$ cat src/chm_defs.svh
`ifndef CHM_DEFS_SVH
`define CHM_DEFS_SVH

// Register byte offsets on the APB slave
`define CHM_OFF_ERR_STAT   12'h000
`define CHM_OFF_INT_STAT   12'h004
`define CHM_OFF_INT_EN     12'h008
`define CHM_OFF_CTRL       12'h00C
`define CHM_OFF_WINDOW     12'h010
`define CHM_OFF_TOL        12'h014
`define CHM_OFF_GLITCH     12'h018
`define CHM_OFF_GEN_STAT   12'h01C
`define CHM_OFF_EXP_BASE   12'h020
`define CHM_EXP_PAGE       8'h02

// Status bit map: first bit of each group of four user clocks
`define CHM_POS_OVER       0
`define CHM_POS_UNDER      4
`define CHM_POS_GLITCH     8
`define CHM_POS_STOP       12
`define CHM_MAP_BITS       16

// Control and generator status fields
`define CHM_CTRL_MON_EN    0
`define CHM_CTRL_GEN_RST   1
`define CHM_GEN_IN_LOST    0
`define CHM_GEN_FB_LOST    1

// Timing
`define CHM_CLK_NS         8
`define CHM_STOP_CYCLES    50
`define CHM_WIN_NS         10000
`define CHM_NS_PER_US      1000
`define CHM_WIN_CYC        (`CHM_WIN_NS / `CHM_CLK_NS)
`define CHM_TOL_MHZ        1
`define CHM_EXP_MHZ        10
`define CHM_TOL_CNT        (`CHM_TOL_MHZ * `CHM_WIN_NS / `CHM_NS_PER_US)
`define CHM_EXP_CNT        (`CHM_EXP_MHZ * `CHM_WIN_NS / `CHM_NS_PER_US)

// Reset values
`define CHM_RST_CTRL       2'h1
`define CHM_RST_GLITCH     8'h02

`endif

$ cat src/chm_pkg.sv
`include "chm_defs.svh"

package chm_pkg;

  // APB request as driven by the master
  typedef struct packed {
    logic        psel;
    logic        penable;
    logic        pwrite;
    logic [11:0] paddr;
    logic [31:0] pwdata;
  } chm_apb_req_type;

  // APB answer
  typedef struct packed {
    logic        pready;
    logic        pslverr;
    logic [31:0] prdata;
  } chm_apb_rsp_type;

  // Per clock findings
  typedef struct packed {
    logic over;
    logic under;
    logic glitch;
    logic stop;
  } chm_flags_type;

  // State of one clock checker
  typedef struct packed {
    logic          sync1;
    logic          sync2;
    logic          prev;
    logic [15:0]   edge_cnt;
    logic [5:0]    quiet;
    logic [7:0]    run;
    chm_flags_type flags;
  } chm_chan_state_type;

  // State of the monitor top
  typedef struct packed {
    chm_apb_rsp_type  rsp;
    logic [15:0]      err;
    logic [15:0]      int_stat;
    logic [15:0]      int_en;
    logic [1:0]       ctrl;
    logic [15:0]      win;
    logic [15:0]      tol;
    logic [7:0]       glitch_min;
    logic [3:0][15:0] expect_cnt;
    logic [15:0]      win_cnt;
    logic             win_end;
    logic             irq;
    logic             gen_rst;
    logic [1:0]       lost;
  } chm_top_state_type;

endpackage

$ cat src/chm_chan.sv
`timescale 1ns/1ns
`default_nettype none
`include "chm_defs.svh"

module chm_chan
  import chm_pkg::*;
#(
  parameter int STOP_CYCLES = `CHM_STOP_CYCLES
) (
  input  wire logic          mclk_in,
  input  wire logic          rst_b_in,
  input  wire logic          clk_pin_in,
  input  wire logic          win_end_in,
  input  wire logic          en_in,
  input  wire logic [15:0]   exp_in,
  input  wire logic [15:0]   tol_in,
  input  wire logic [7:0]    glitch_min_in,
  output chm_flags_type      flags_out
);

  chm_chan_state_type s;
  chm_chan_state_type next_s;
  logic               edge_seen;
  logic               rise_seen;
  logic [16:0]        upper;
  logic [16:0]        lower_cnt;

  // Edges only from the second sync stage onward
  assign edge_seen = s.sync2 ^ s.prev;
  assign rise_seen = s.sync2 & ~s.prev;
  assign upper     = {1'b0, exp_in} + {1'b0, tol_in};
  assign lower_cnt = {1'b0, s.edge_cnt} + {1'b0, tol_in};

  // Next state of the checker
  always_comb begin
    next_s              = s;
    next_s.sync1        = clk_pin_in;
    next_s.sync2        = s.sync1;
    next_s.prev         = s.sync2;
    next_s.flags.glitch = 1'b0;
    // Quiet time since last transition, saturating
    if (edge_seen) begin
      next_s.quiet = 6'h00;
    end else if (s.quiet <= 6'(STOP_CYCLES)) begin
      next_s.quiet = s.quiet + 6'h01;
    end
    next_s.flags.stop = next_s.quiet > 6'(STOP_CYCLES);
    // Phase length check; one reference period is the resolution
    if (edge_seen) begin
      next_s.flags.glitch = en_in && (s.run < glitch_min_in);
      next_s.run          = 8'h01;
    end else if (s.run != 8'hFF) begin
      next_s.run = s.run + 8'h01;
    end
    // Edge count over the reference window, compared at its end
    if (win_end_in) begin
      next_s.flags.over  = en_in && ({1'b0, s.edge_cnt} > upper);
      next_s.flags.under = en_in && (lower_cnt < {1'b0, exp_in});
      next_s.edge_cnt    = {15'h0000, rise_seen};
    end else if (s.edge_cnt != 16'hFFFF) begin
      next_s.edge_cnt = s.edge_cnt + {15'h0000, rise_seen};
    end
    if (!en_in) begin
      next_s.flags.over  = 1'b0;
      next_s.flags.under = 1'b0;
    end
  end

  // State register; run starts saturated so the first edge is no glitch
  always_ff @(posedge mclk_in or negedge rst_b_in) begin
    if (!rst_b_in) begin
      s     <= '0;
      s.run <= 8'hFF;
    end else begin
      s <= next_s;
    end
  end

  assign flags_out = s.flags;
endmodule
`default_nettype wire

$ cat src/chm_top.sv
// The APB register port and the register offsets are this design's own decisions.
`timescale 1ns/1ns
`default_nettype none
`include "chm_defs.svh"

module chm_top
  import chm_pkg::*;
#(
  parameter int NUM_CLK     = 4,
  parameter int STOP_CYCLES = `CHM_STOP_CYCLES
) (
  input  wire logic               mclk_in,
  input  wire logic               rst_b_in,
  input  wire chm_apb_req_type    apb_in,
  output chm_apb_rsp_type         apb_out,
  input  wire logic [NUM_CLK-1:0] uclk_in,
  input  wire logic               gen_in_clk_in,
  input  wire logic               gen_fb_clk_in,
  output logic                    irq_out,
  output logic                    gen_rst_out,
  output logic                    in_lost_out,
  output logic                    fb_lost_out
);

  localparam int NCHK = NUM_CLK + 2;

  chm_top_state_type   s;
  chm_top_state_type   next_s;
  chm_flags_type       flags [NCHK];
  logic [NCHK-1:0]     pins;
  logic [15:0]         events;
  logic [15:0]         w1c;
  logic                setup;
  logic                access;
  logic                hit;
  logic [31:0]         rd;
  logic                mon_en;

  assign pins   = {gen_fb_clk_in, gen_in_clk_in, uclk_in};
  assign setup  = apb_in.psel && !apb_in.penable;
  assign access = apb_in.psel && apb_in.penable && s.rsp.pready;
  assign mon_en = s.ctrl[`CHM_CTRL_MON_EN];

  // One checker per user clock, plus the generator input and feedback clocks
  for (genvar g = 0; g < NCHK; g++) begin : g_chk
    chm_chan #(
      .STOP_CYCLES   (STOP_CYCLES)
    ) u_chk (
      .mclk_in       (mclk_in),
      .rst_b_in      (rst_b_in),
      .clk_pin_in    (pins[g]),
      .win_end_in    (s.win_end),
      .en_in         ((g < NUM_CLK) && mon_en),
      .exp_in        (s.expect_cnt[g % 4]),
      .tol_in        (s.tol),
      .glitch_min_in (s.glitch_min),
      .flags_out     (flags[g])
    );
  end

  // Read decode; misaligned or unmapped addresses answer with an error
  always_comb begin
    hit = 1'b1;
    rd  = 32'h0000_0000;
    if (apb_in.paddr[1:0] != 2'h0) begin
      hit = 1'b0;
    end else if (apb_in.paddr[11:4] == `CHM_EXP_PAGE) begin
      rd = {16'h0000, s.expect_cnt[apb_in.paddr[3:2]]};
    end else begin
      unique case (apb_in.paddr)
        `CHM_OFF_ERR_STAT: rd = {16'h0000, s.err};
        `CHM_OFF_INT_STAT: rd = {16'h0000, s.int_stat};
        `CHM_OFF_INT_EN:   rd = {16'h0000, s.int_en};
        `CHM_OFF_CTRL:     rd = {30'h0000_0000, s.ctrl};
        `CHM_OFF_WINDOW:   rd = {16'h0000, s.win};
        `CHM_OFF_TOL:      rd = {16'h0000, s.tol};
        `CHM_OFF_GLITCH:   rd = {24'h00_0000, s.glitch_min};
        `CHM_OFF_GEN_STAT: rd = {30'h0000_0000, s.lost};
        default:           hit = 1'b0;
      endcase
    end
  end

  // Next state: bus answer, registers, bit map, interrupts
  always_comb begin
    next_s             = s;
    w1c                = 16'h0000;
    // Answer is prepared in setup, so pready is high in the first access cycle
    next_s.rsp.pready  = setup;
    next_s.rsp.pslverr = setup && !hit;
    next_s.rsp.prdata  = (setup && !apb_in.pwrite && hit) ? rd : 32'h0000_0000;
    // Writes land only at the access edge that samples pready
    if (access && apb_in.pwrite && !s.rsp.pslverr) begin
      if (apb_in.paddr[11:4] == `CHM_EXP_PAGE) begin
        next_s.expect_cnt[apb_in.paddr[3:2]] = apb_in.pwdata[15:0];
      end else begin
        unique case (apb_in.paddr)
          `CHM_OFF_INT_STAT: w1c = apb_in.pwdata[15:0];
          `CHM_OFF_INT_EN:   next_s.int_en = apb_in.pwdata[15:0];
          `CHM_OFF_CTRL:     next_s.ctrl = apb_in.pwdata[1:0];
          `CHM_OFF_WINDOW:   next_s.win = apb_in.pwdata[15:0];
          `CHM_OFF_TOL:      next_s.tol = apb_in.pwdata[15:0];
          `CHM_OFF_GLITCH:   next_s.glitch_min = apb_in.pwdata[7:0];
          default:           w1c = 16'h0000;
        endcase
      end
    end
    // Reference window timer shared by all checkers
    next_s.win_end = 1'b0;
    if (s.win_cnt >= s.win - 16'h0001) begin
      next_s.win_cnt = 16'h0000;
      next_s.win_end = 1'b1;
    end else begin
      next_s.win_cnt = s.win_cnt + 16'h0001;
    end
    // Bit map; overlapping flags are passed as found, not filtered
    for (int i = 0; i < NUM_CLK; i++) begin
      next_s.err[`CHM_POS_OVER + i]  = flags[i].over;
      next_s.err[`CHM_POS_UNDER + i] = flags[i].under;
      next_s.err[`CHM_POS_STOP + i]  = mon_en && flags[i].stop;
      // Glitch bit holds until the next window boundary
      next_s.err[`CHM_POS_GLITCH + i] = mon_en && (flags[i].glitch
        || (s.err[`CHM_POS_GLITCH + i] && !s.win_end));
    end
    // Rising error bits are the events; same layout for all three maps
    events            = next_s.err & ~s.err;
    // Set wins over a simultaneous clear
    next_s.int_stat   = (s.int_stat & ~w1c) | (events & s.int_en);
    next_s.irq        = |(next_s.int_stat & next_s.int_en);
    // Generator reset and its lost clock flags
    next_s.gen_rst    = next_s.ctrl[`CHM_CTRL_GEN_RST];
    next_s.lost[`CHM_GEN_IN_LOST] = flags[NUM_CLK].stop;
    next_s.lost[`CHM_GEN_FB_LOST] = flags[NUM_CLK + 1].stop;
  end

  // State register; generator reset is high during our own reset
  always_ff @(posedge mclk_in or negedge rst_b_in) begin
    if (!rst_b_in) begin
      s            <= '0;
      s.ctrl       <= `CHM_RST_CTRL;
      s.win        <= 16'(`CHM_WIN_CYC);
      s.tol        <= 16'(`CHM_TOL_CNT);
      s.glitch_min <= `CHM_RST_GLITCH;
      s.expect_cnt <= {4{16'(`CHM_EXP_CNT)}};
      s.gen_rst    <= 1'b1;
    end else begin
      s <= next_s;
    end
  end

  // Outputs straight from the state register
  assign apb_out     = s.rsp;
  assign irq_out     = s.irq;
  assign gen_rst_out = s.gen_rst;
  assign in_lost_out = s.lost[`CHM_GEN_IN_LOST];
  assign fb_lost_out = s.lost[`CHM_GEN_FB_LOST];
endmodule
`default_nettype wire

$ cat config.mk
export PLATFORM = sky130hd
export DESIGN_NAME = chm_top
export DESIGN_NICKNAME = d
export VERILOG_FILES = /design/src/chm_pkg.sv /design/src/chm_chan.sv /design/src/chm_top.sv
export VERILOG_INCLUDE_DIRS = /design/src /design/src/src
export SDC_FILE = /design/constraint.sdc
export NUM_CORES = 1
export LEC_CHECK = 0
export BUFFER_PORTS_ARGS = -buffer_cell sky130_fd_sc_hd__buf_4
export CAP_MARGIN = 25
export CORE_UTILIZATION = 33
export CTS_CLUSTER_SIZE = 10
export DETAILED_ROUTE_END_ITERATION = 16
export SLEW_MARGIN = 20
export SYNTH_ARGS = -nofsm -noshare
export SYNTH_HDL_FRONTEND = slang
export SYNTH_SLANG_ARGS = --single-unit
export TNS_END_PERCENT = 20
$ cat constraint.sdc
create_clock -name mclk_in -period 5.39 [get_ports mclk_in]
set_input_delay 0.2695 -clock mclk_in [delete_from_list [all_inputs] [get_ports mclk_in]]
set_output_delay 0.2695 -clock mclk_in [all_outputs]
set_load 0.01 [all_outputs]
Yosys cells after proc, flatten, opt, wreduce, memory -nomap -nowiden. Index checks and enable logic that the tools add are counted.

Bits of input ports: 55. Register bits: 377. Logic and storage cells: 284.

Order comparisons: 27. Reduce and logical (&&, ||, !) cells: 59. $add $sub $neg: 24. Bitwise logic cells: 22. Mux-type cells: 65. Equality and inequality tests: 17.

Operators with widths (count): $mux 16 (18); $add 16x16->17 (8); $pmux 16 s8 (1); $mux 122 (1); $mux 6 (12); $mux 8 (9); $gt 16x17->1 (4); $lt 17x16->1 (4); $add 16x1->16 (4); $and 16x16->16 (4); $bwmux 64 (1); $mux 32 (2); $mux 64 (1); $ne 16x16->1 const B (4); $mux 58 (1); $eq 12x5->1 const B (4); $add 6x1->6 const B (6); $gt 6x6->1 const B (6); $le 6x6->1 const B (6); $logic_and 1x1->1 (33); $add 8x1->8 const B (4); $bmux 16 s2 (1); $demux 16 s2 (1); $lt 8x8->1 (4); 25 further kinds (75).

Depth between registers and ports, before layout.
Depth after elaboration: 10. Depth in mapped cells: 19. Gate-level depth less buffers: 19.

Cells and area by module. A second synthesis with hierarchy kept.

Cell total of the unflattened synthesis: 3626. Area, all modules: 34000.1 um^2.

By module, submodules not included: chm_top (instances 1, area each 9610.5 um^2, cells each 799); chm_chan at g_chk[1].u_chk ... (instances 2, area each 4080.2 um^2, cells each 465); chm_chan at g_chk[5].u_chk (instances 1, area each 4073.9 um^2, cells each 475); chm_chan at g_chk[3].u_chk (instances 1, area each 4062.6 um^2, cells each 479); chm_chan at g_chk[2].u_chk (instances 1, area each 4047.6 um^2, cells each 471); chm_chan at g_chk[0].u_chk (instances 1, area each 4045.1 um^2, cells each 472).

Worst setup path before layout. OpenSTA, ideal clock, no wires.

Path type: register to register. Start: reg s[93] (netlist name). End: reg g_chk[1].u_chk.s (netlist bit g_chk[1].u_chk.flags_out[3]). Clock period less this slack: 3.994 ns. Setup time: 0.128 ns. Required time: 5.262 ns. Arrival time: 3.867 ns. Stages on the path, launching flop included: 19. Setup slack: 1.396 ns. Cells stage by stage: dfrtp_1 ha_1 fa_1 a21o_1 a211oi_2 nor2_1 o41a_1 a21o_1 a21oi_1 xor2_1 ha_1 a21o_1 a21o_1 a21oi_1 o21a_1 a31oi_1 a2111o_1 a32oi_1 a211oi_2.

Longest elaborated chain between the ends: 5.

Ends and longest elaborated chain: start: declaration (RTL line chm_top.sv:27) `chm_top_state_type s;`; start signal: assignment (RTL line chm_top.sv:147) `s <= next_s;`; $add 16x16->17; $gt 16x17->1 (RTL line chm_chan.sv:57) `next_s.flags.over = en_in && ({1'b0, s.edge_cnt} > upper);`; $logic_and 1x1->1 (RTL line chm_chan.sv:57); $mux 2 (RTL line chm_chan.sv:56) `if (win_end_in) begin`; $mux 2 (RTL line chm_chan.sv:63) `if (!en_in) begin`; end signal: assignment (RTL line chm_chan.sv:75) `s <= next_s;`; end: declaration (RTL line chm_chan.sv:21) `chm_chan_state_type s;`.

No other way between the ends. The select of a mux whose other input is x is not followed. A chain may end at the register's enable or synchronous reset.

Worst setup path in the final report.
Start: reg s[95] (netlist name). End: reg g_chk[1].u_chk.s (netlist bit g_chk[1].u_chk.flags_out[2]).

Longest elaborated chain between the ends: 5.

Ends and longest elaborated chain: $add 16x16->17 (RTL line chm_chan.sv:32) `assign lower_cnt = {1'b0, s.edge_cnt} + {1'b0, tol_in};`; $lt 17x16->1 (RTL line chm_chan.sv:58) `next_s.flags.under = en_in && (lower_cnt < {1'b0, exp_in});`; $logic_and 1x1->1 (RTL line chm_chan.sv:58); $mux 2 (RTL line chm_chan.sv:56); $mux 2 (RTL line chm_chan.sv:63).

No other way between the ends. The select of a mux whose other input is x is not followed.

==> impl_results.md <==
- Dpl cells: around 3800
- Core area: 77300 µm²
- Compound-cell area share of the yosys netlist: 16.3%
- Initial Utilization: between 30% and 40%
- Area Growth Syn to Fin: 11.5%
- Clock transition at path regs: 50 ps
- Critical path arrival: 5080 ps
- Final number of max-transition violations: 0
- Synth warnings: 0
- Cells along the critical path: ha_1 > nor2b_1 > o21a_1 > a31o_2 > o41ai_2 > xnor2_1 > ha_1 > or4_1 > a211oi_1 > o21ai_0 > a21o_1 > a2111oi_0 > o21ai_0 > o21ai_0
- DRT antenna net count: 0
- Worst setup SP type: register
- Post-synthesis cell count: about 2800
- Most common cell after layout, fill and taps aside: ha_1
- Layout cells sized above 1: approximately 9.7%
- Tightest Pin Transition: between 900 and 1000 ps
- Final period util: a little over four fifths
- PwrDens: around 230 nW/µm²
- Number of synthesized flops with an enable pin: 0
- CTS root buf: clkbuf_16
- CTS buffer count: 44
- Multiplexer share of the synthesized area: under 10%
- Vias in the first global route: slightly below 20000
- R2R Path End: g_chk[1].u_chk.flags_out[2]$_DFFE_PN0P_
- Mapped Avg Cell Area: a little over 9 µm²
- Port bufs: 60
- Crit path max-delay family: compound AO/OA/AOI/OAI gates
- Reg area: slightly above 9000 µm²
- Worst path max stage delay: slightly below 800 ps
- Simple logic cell fraction of the synthesized area: between 15 and 20%
- # clock sinks: around 360
- Hold path start: apb_in[2]
- I/O pin total: between 90 and 100
- Slew margin rel.: between 30% and 40%
- CTS HTree Levels: 2
- First-pass GRT wire length: 115000 µm
- Routability cong.: 0.979
- Dominant synthesized flop cell: dfrtp_1
- Vias after detailed routing: 20804
- FF-to-FF Start: s[95]$_DFFE_PN0P_
- Fin util: 37.2%
- Maximum vdd ir drop: 0.000206 V
- Final hold violation count: 0
- Slowest CP cell: dfrtp_1
- Max-cap violation count: 0
- Setup WS pre-CTS: approximately 910 ps
- Adder-cell share of the synthesized area: ~16%
- Lkg Pwr: roughly 14 nW
- Min-delay worst type: input pin to register
- Status: finished, final reports clean
- Maximum fanout along the worst path: 10
- CP most frequent cell: o21ai_0
- Worst hold slack: about 27 ps
- Asr flop ratio synth: 100%
- Kind of end point of the critical path: register
- Final TNS setup: 0 ps
- Worst Hold Depth: 3
- R2R depth: 14
- Final clock skew: 33.2 ps
- Die area: around 79000 µm²
- Achievable frequency: about 220 MHz
- Yosys cell types: 80
- TritonCTS clock tree: done
- Most frequent cells in the layout: ha_1 (326), dfrtp_1 (306), nand2_1 (279)
- Clk buf depth: 3
- Register bit total from synthesis: 361
- Final setup violation count: 0
- DRC: 0
- Crit path buf inv count: 0
- Post-Synth XOR/XNOR Area: around 6.7%
- DR vias/cell: approximately 5.3
- HPWL Detailed: between 50000 and 60000 µm
- Largest net degree at the start of global routing: approximately 140
- Clock Latency Late Sink: 600 ps
- Drt initial violations: approximately 2000
- Power consumption: 6.73 mW
- Seq/Total Area, Yosys: between 30% and 40%
- Die Ht: 282 µm
- Num rows: approximately 100
- Main combinational cell family by area after synthesis: simple AND/OR/NAND/NOR gates
- All-Layer GR Usage: 19.0%
- Residual overflow from global routing: 0
- DR pass1 iterations: 8
- Post-route cell area: 28700 µm²
- Setup CP Type: register to register
- Footprint of the multi-input gates: 15700 µm²
- Initial antenna violation count: 5
- Total Routed Length: around 76000 µm
- FILL cells: between 7000 and 8000
- Synthesized cell area: around 26000 µm²
- Crit path time final: approximately 4600 ps
- Post-Layout Cell Count: around 3900
- Chip width: around 280 µm
- RSZ-0062 raised after global routing: false
- R2R Setup Slk: about 800 ps
- Worst endpoint required time: 5900 ps
- Wire per inst: approximately 19 µm
- Nets: about 3200
- DP Area: 27300 µm²
- PnR worst setup slack: just over 800 ps
tightest hold or removal path, cell delays in order:
cell	delay [ps]
buf_4	180
nand2_1	70
o21ai_0	70
synth_stat cells, types with 7 or more instances:
cell type	instances	area share [%]
ha_1	326	16
dfrtp_1	307	30
nand2_1	279	4.1
nor2_1	233	3.4
o21ai_0	195	3.8
inv_1	143	2.1
a21oi_1	139	2.7
xor2_1	109	3.7
xnor2_1	89	3.0
a21o_1	82	2.4
nand3_1	80	1.6
dfstp_2	54	5.5
clkbuf_1	50	0.73
and3_1	48	1.2
nor2b_1	45	1.1
nor3_1	45	0.87
mux2_2	40	1.7
nand4_1	40	0.97
buf_4	37	1.1
o21a_1	32	0.93
nand2b_1	30	0.73
a211oi_1	25	0.73
or3_1	23	0.56
and2_1	22	0.53
mux2i_1	21	0.82
a31oi_1	20	0.49
mux4_2	18	1.6
nor4_1	15	0.36
a22oi_1	14	0.41
o31ai_1	13	0.38
a2111oi_0	12	0.41
o21bai_1	12	0.35
a222oi_1	11	0.43
o211ai_1	11	0.32
a22o_1	9	0.31
nand3b_1	9	0.26
a221oi_1	8	0.27
fa_1	8	0.62
a21boi_0	7	0.20
a32o_1	7	0.27
buf_2	7	0.14
nand4b_1	7	0.24
or4_1	7	0.20
what timing repair did:
item                      4_1_cts  5_1_grt
resized for setup               0        0
hold buffers                    9        0
hold endpoints to repair       83        0
setup buffers                   0        0
where the power goes:
group,leakage (nW),total [mW],switching [mW],internal [mW]
sequential,4.47,2.98,0.148,2.83
clock,0.635,2.83,1.20,1.63
combinational,8.84,0.928,0.568,0.361
total,13.9,6.73,1.92,4.81
how the worst max path moves through the flow:
stage                      start                                      end  slack [ps]  depth (start not counted)
4_1_cts        s[95]$_DFFE_PN0P_  g_chk[1].u_chk.flags_out[2]$_DFFE_PN0P_         900                         14
6_report       s[95]$_DFFE_PN0P_  g_chk[1].u_chk.flags_out[2]$_DFFE_PN0P_         820                         14
3_3_place_gp   s[95]$_DFFE_PN0P_  g_chk[1].u_chk.flags_out[2]$_DFFE_PN0P_         940                         14
2_1_floorplan  s[93]$_DFFE_PN0P_  g_chk[1].u_chk.flags_out[3]$_DFFE_PN0P_        1400                         18
3_5_place_dp   s[95]$_DFFE_PN0P_  g_chk[1].u_chk.flags_out[2]$_DFFE_PN0P_         910                         14
5_1_grt        s[95]$_DFFE_PN0P_  g_chk[1].u_chk.flags_out[2]$_DFFE_PN0P_         630                         14
layout make-up:
class / count / area share [%]
multi-input combinational: 2186 / 54.6
clock buffer: 73 / 4.35
antenna: 1 / 0.00870
clock inverter: 7 / 0.244
inverter: 144 / 1.88
tap: 1040 / 4.53
sequential: 361 / 31.7
timing repair buffer: 98 / 2.75
kinds of logic (layout without fill, tap and decap cells):
group | after synthesis | in the layout
AOI/OAI and AO/OA | 649 | 649
muxes | 79 | 79
DFF | 361 | 361
adders and majority gates | 334 | 334
xor gates and xnor gates | 198 | 198
other | 1 | 17
and+or+nand+nor | 910 | 910
buffers and inverters | 242 | 322
routing by layer:
| metal | vias up | GRT usage [%] | share of wire [%] |
|---|---|---|---|
| met1 | 9911 | 27.1 | 47 |
| met5 | - | 0 | 0.041 |
| met3 | 165 | 2.78 | 6.4 |
| li1 | 10086 | - | - |
| met2 | 636 | 28.4 | 43 |
| met4 | 6 | 8.05 | 4.4 |
Note: power is estimated with default switching activity, not from simulation.
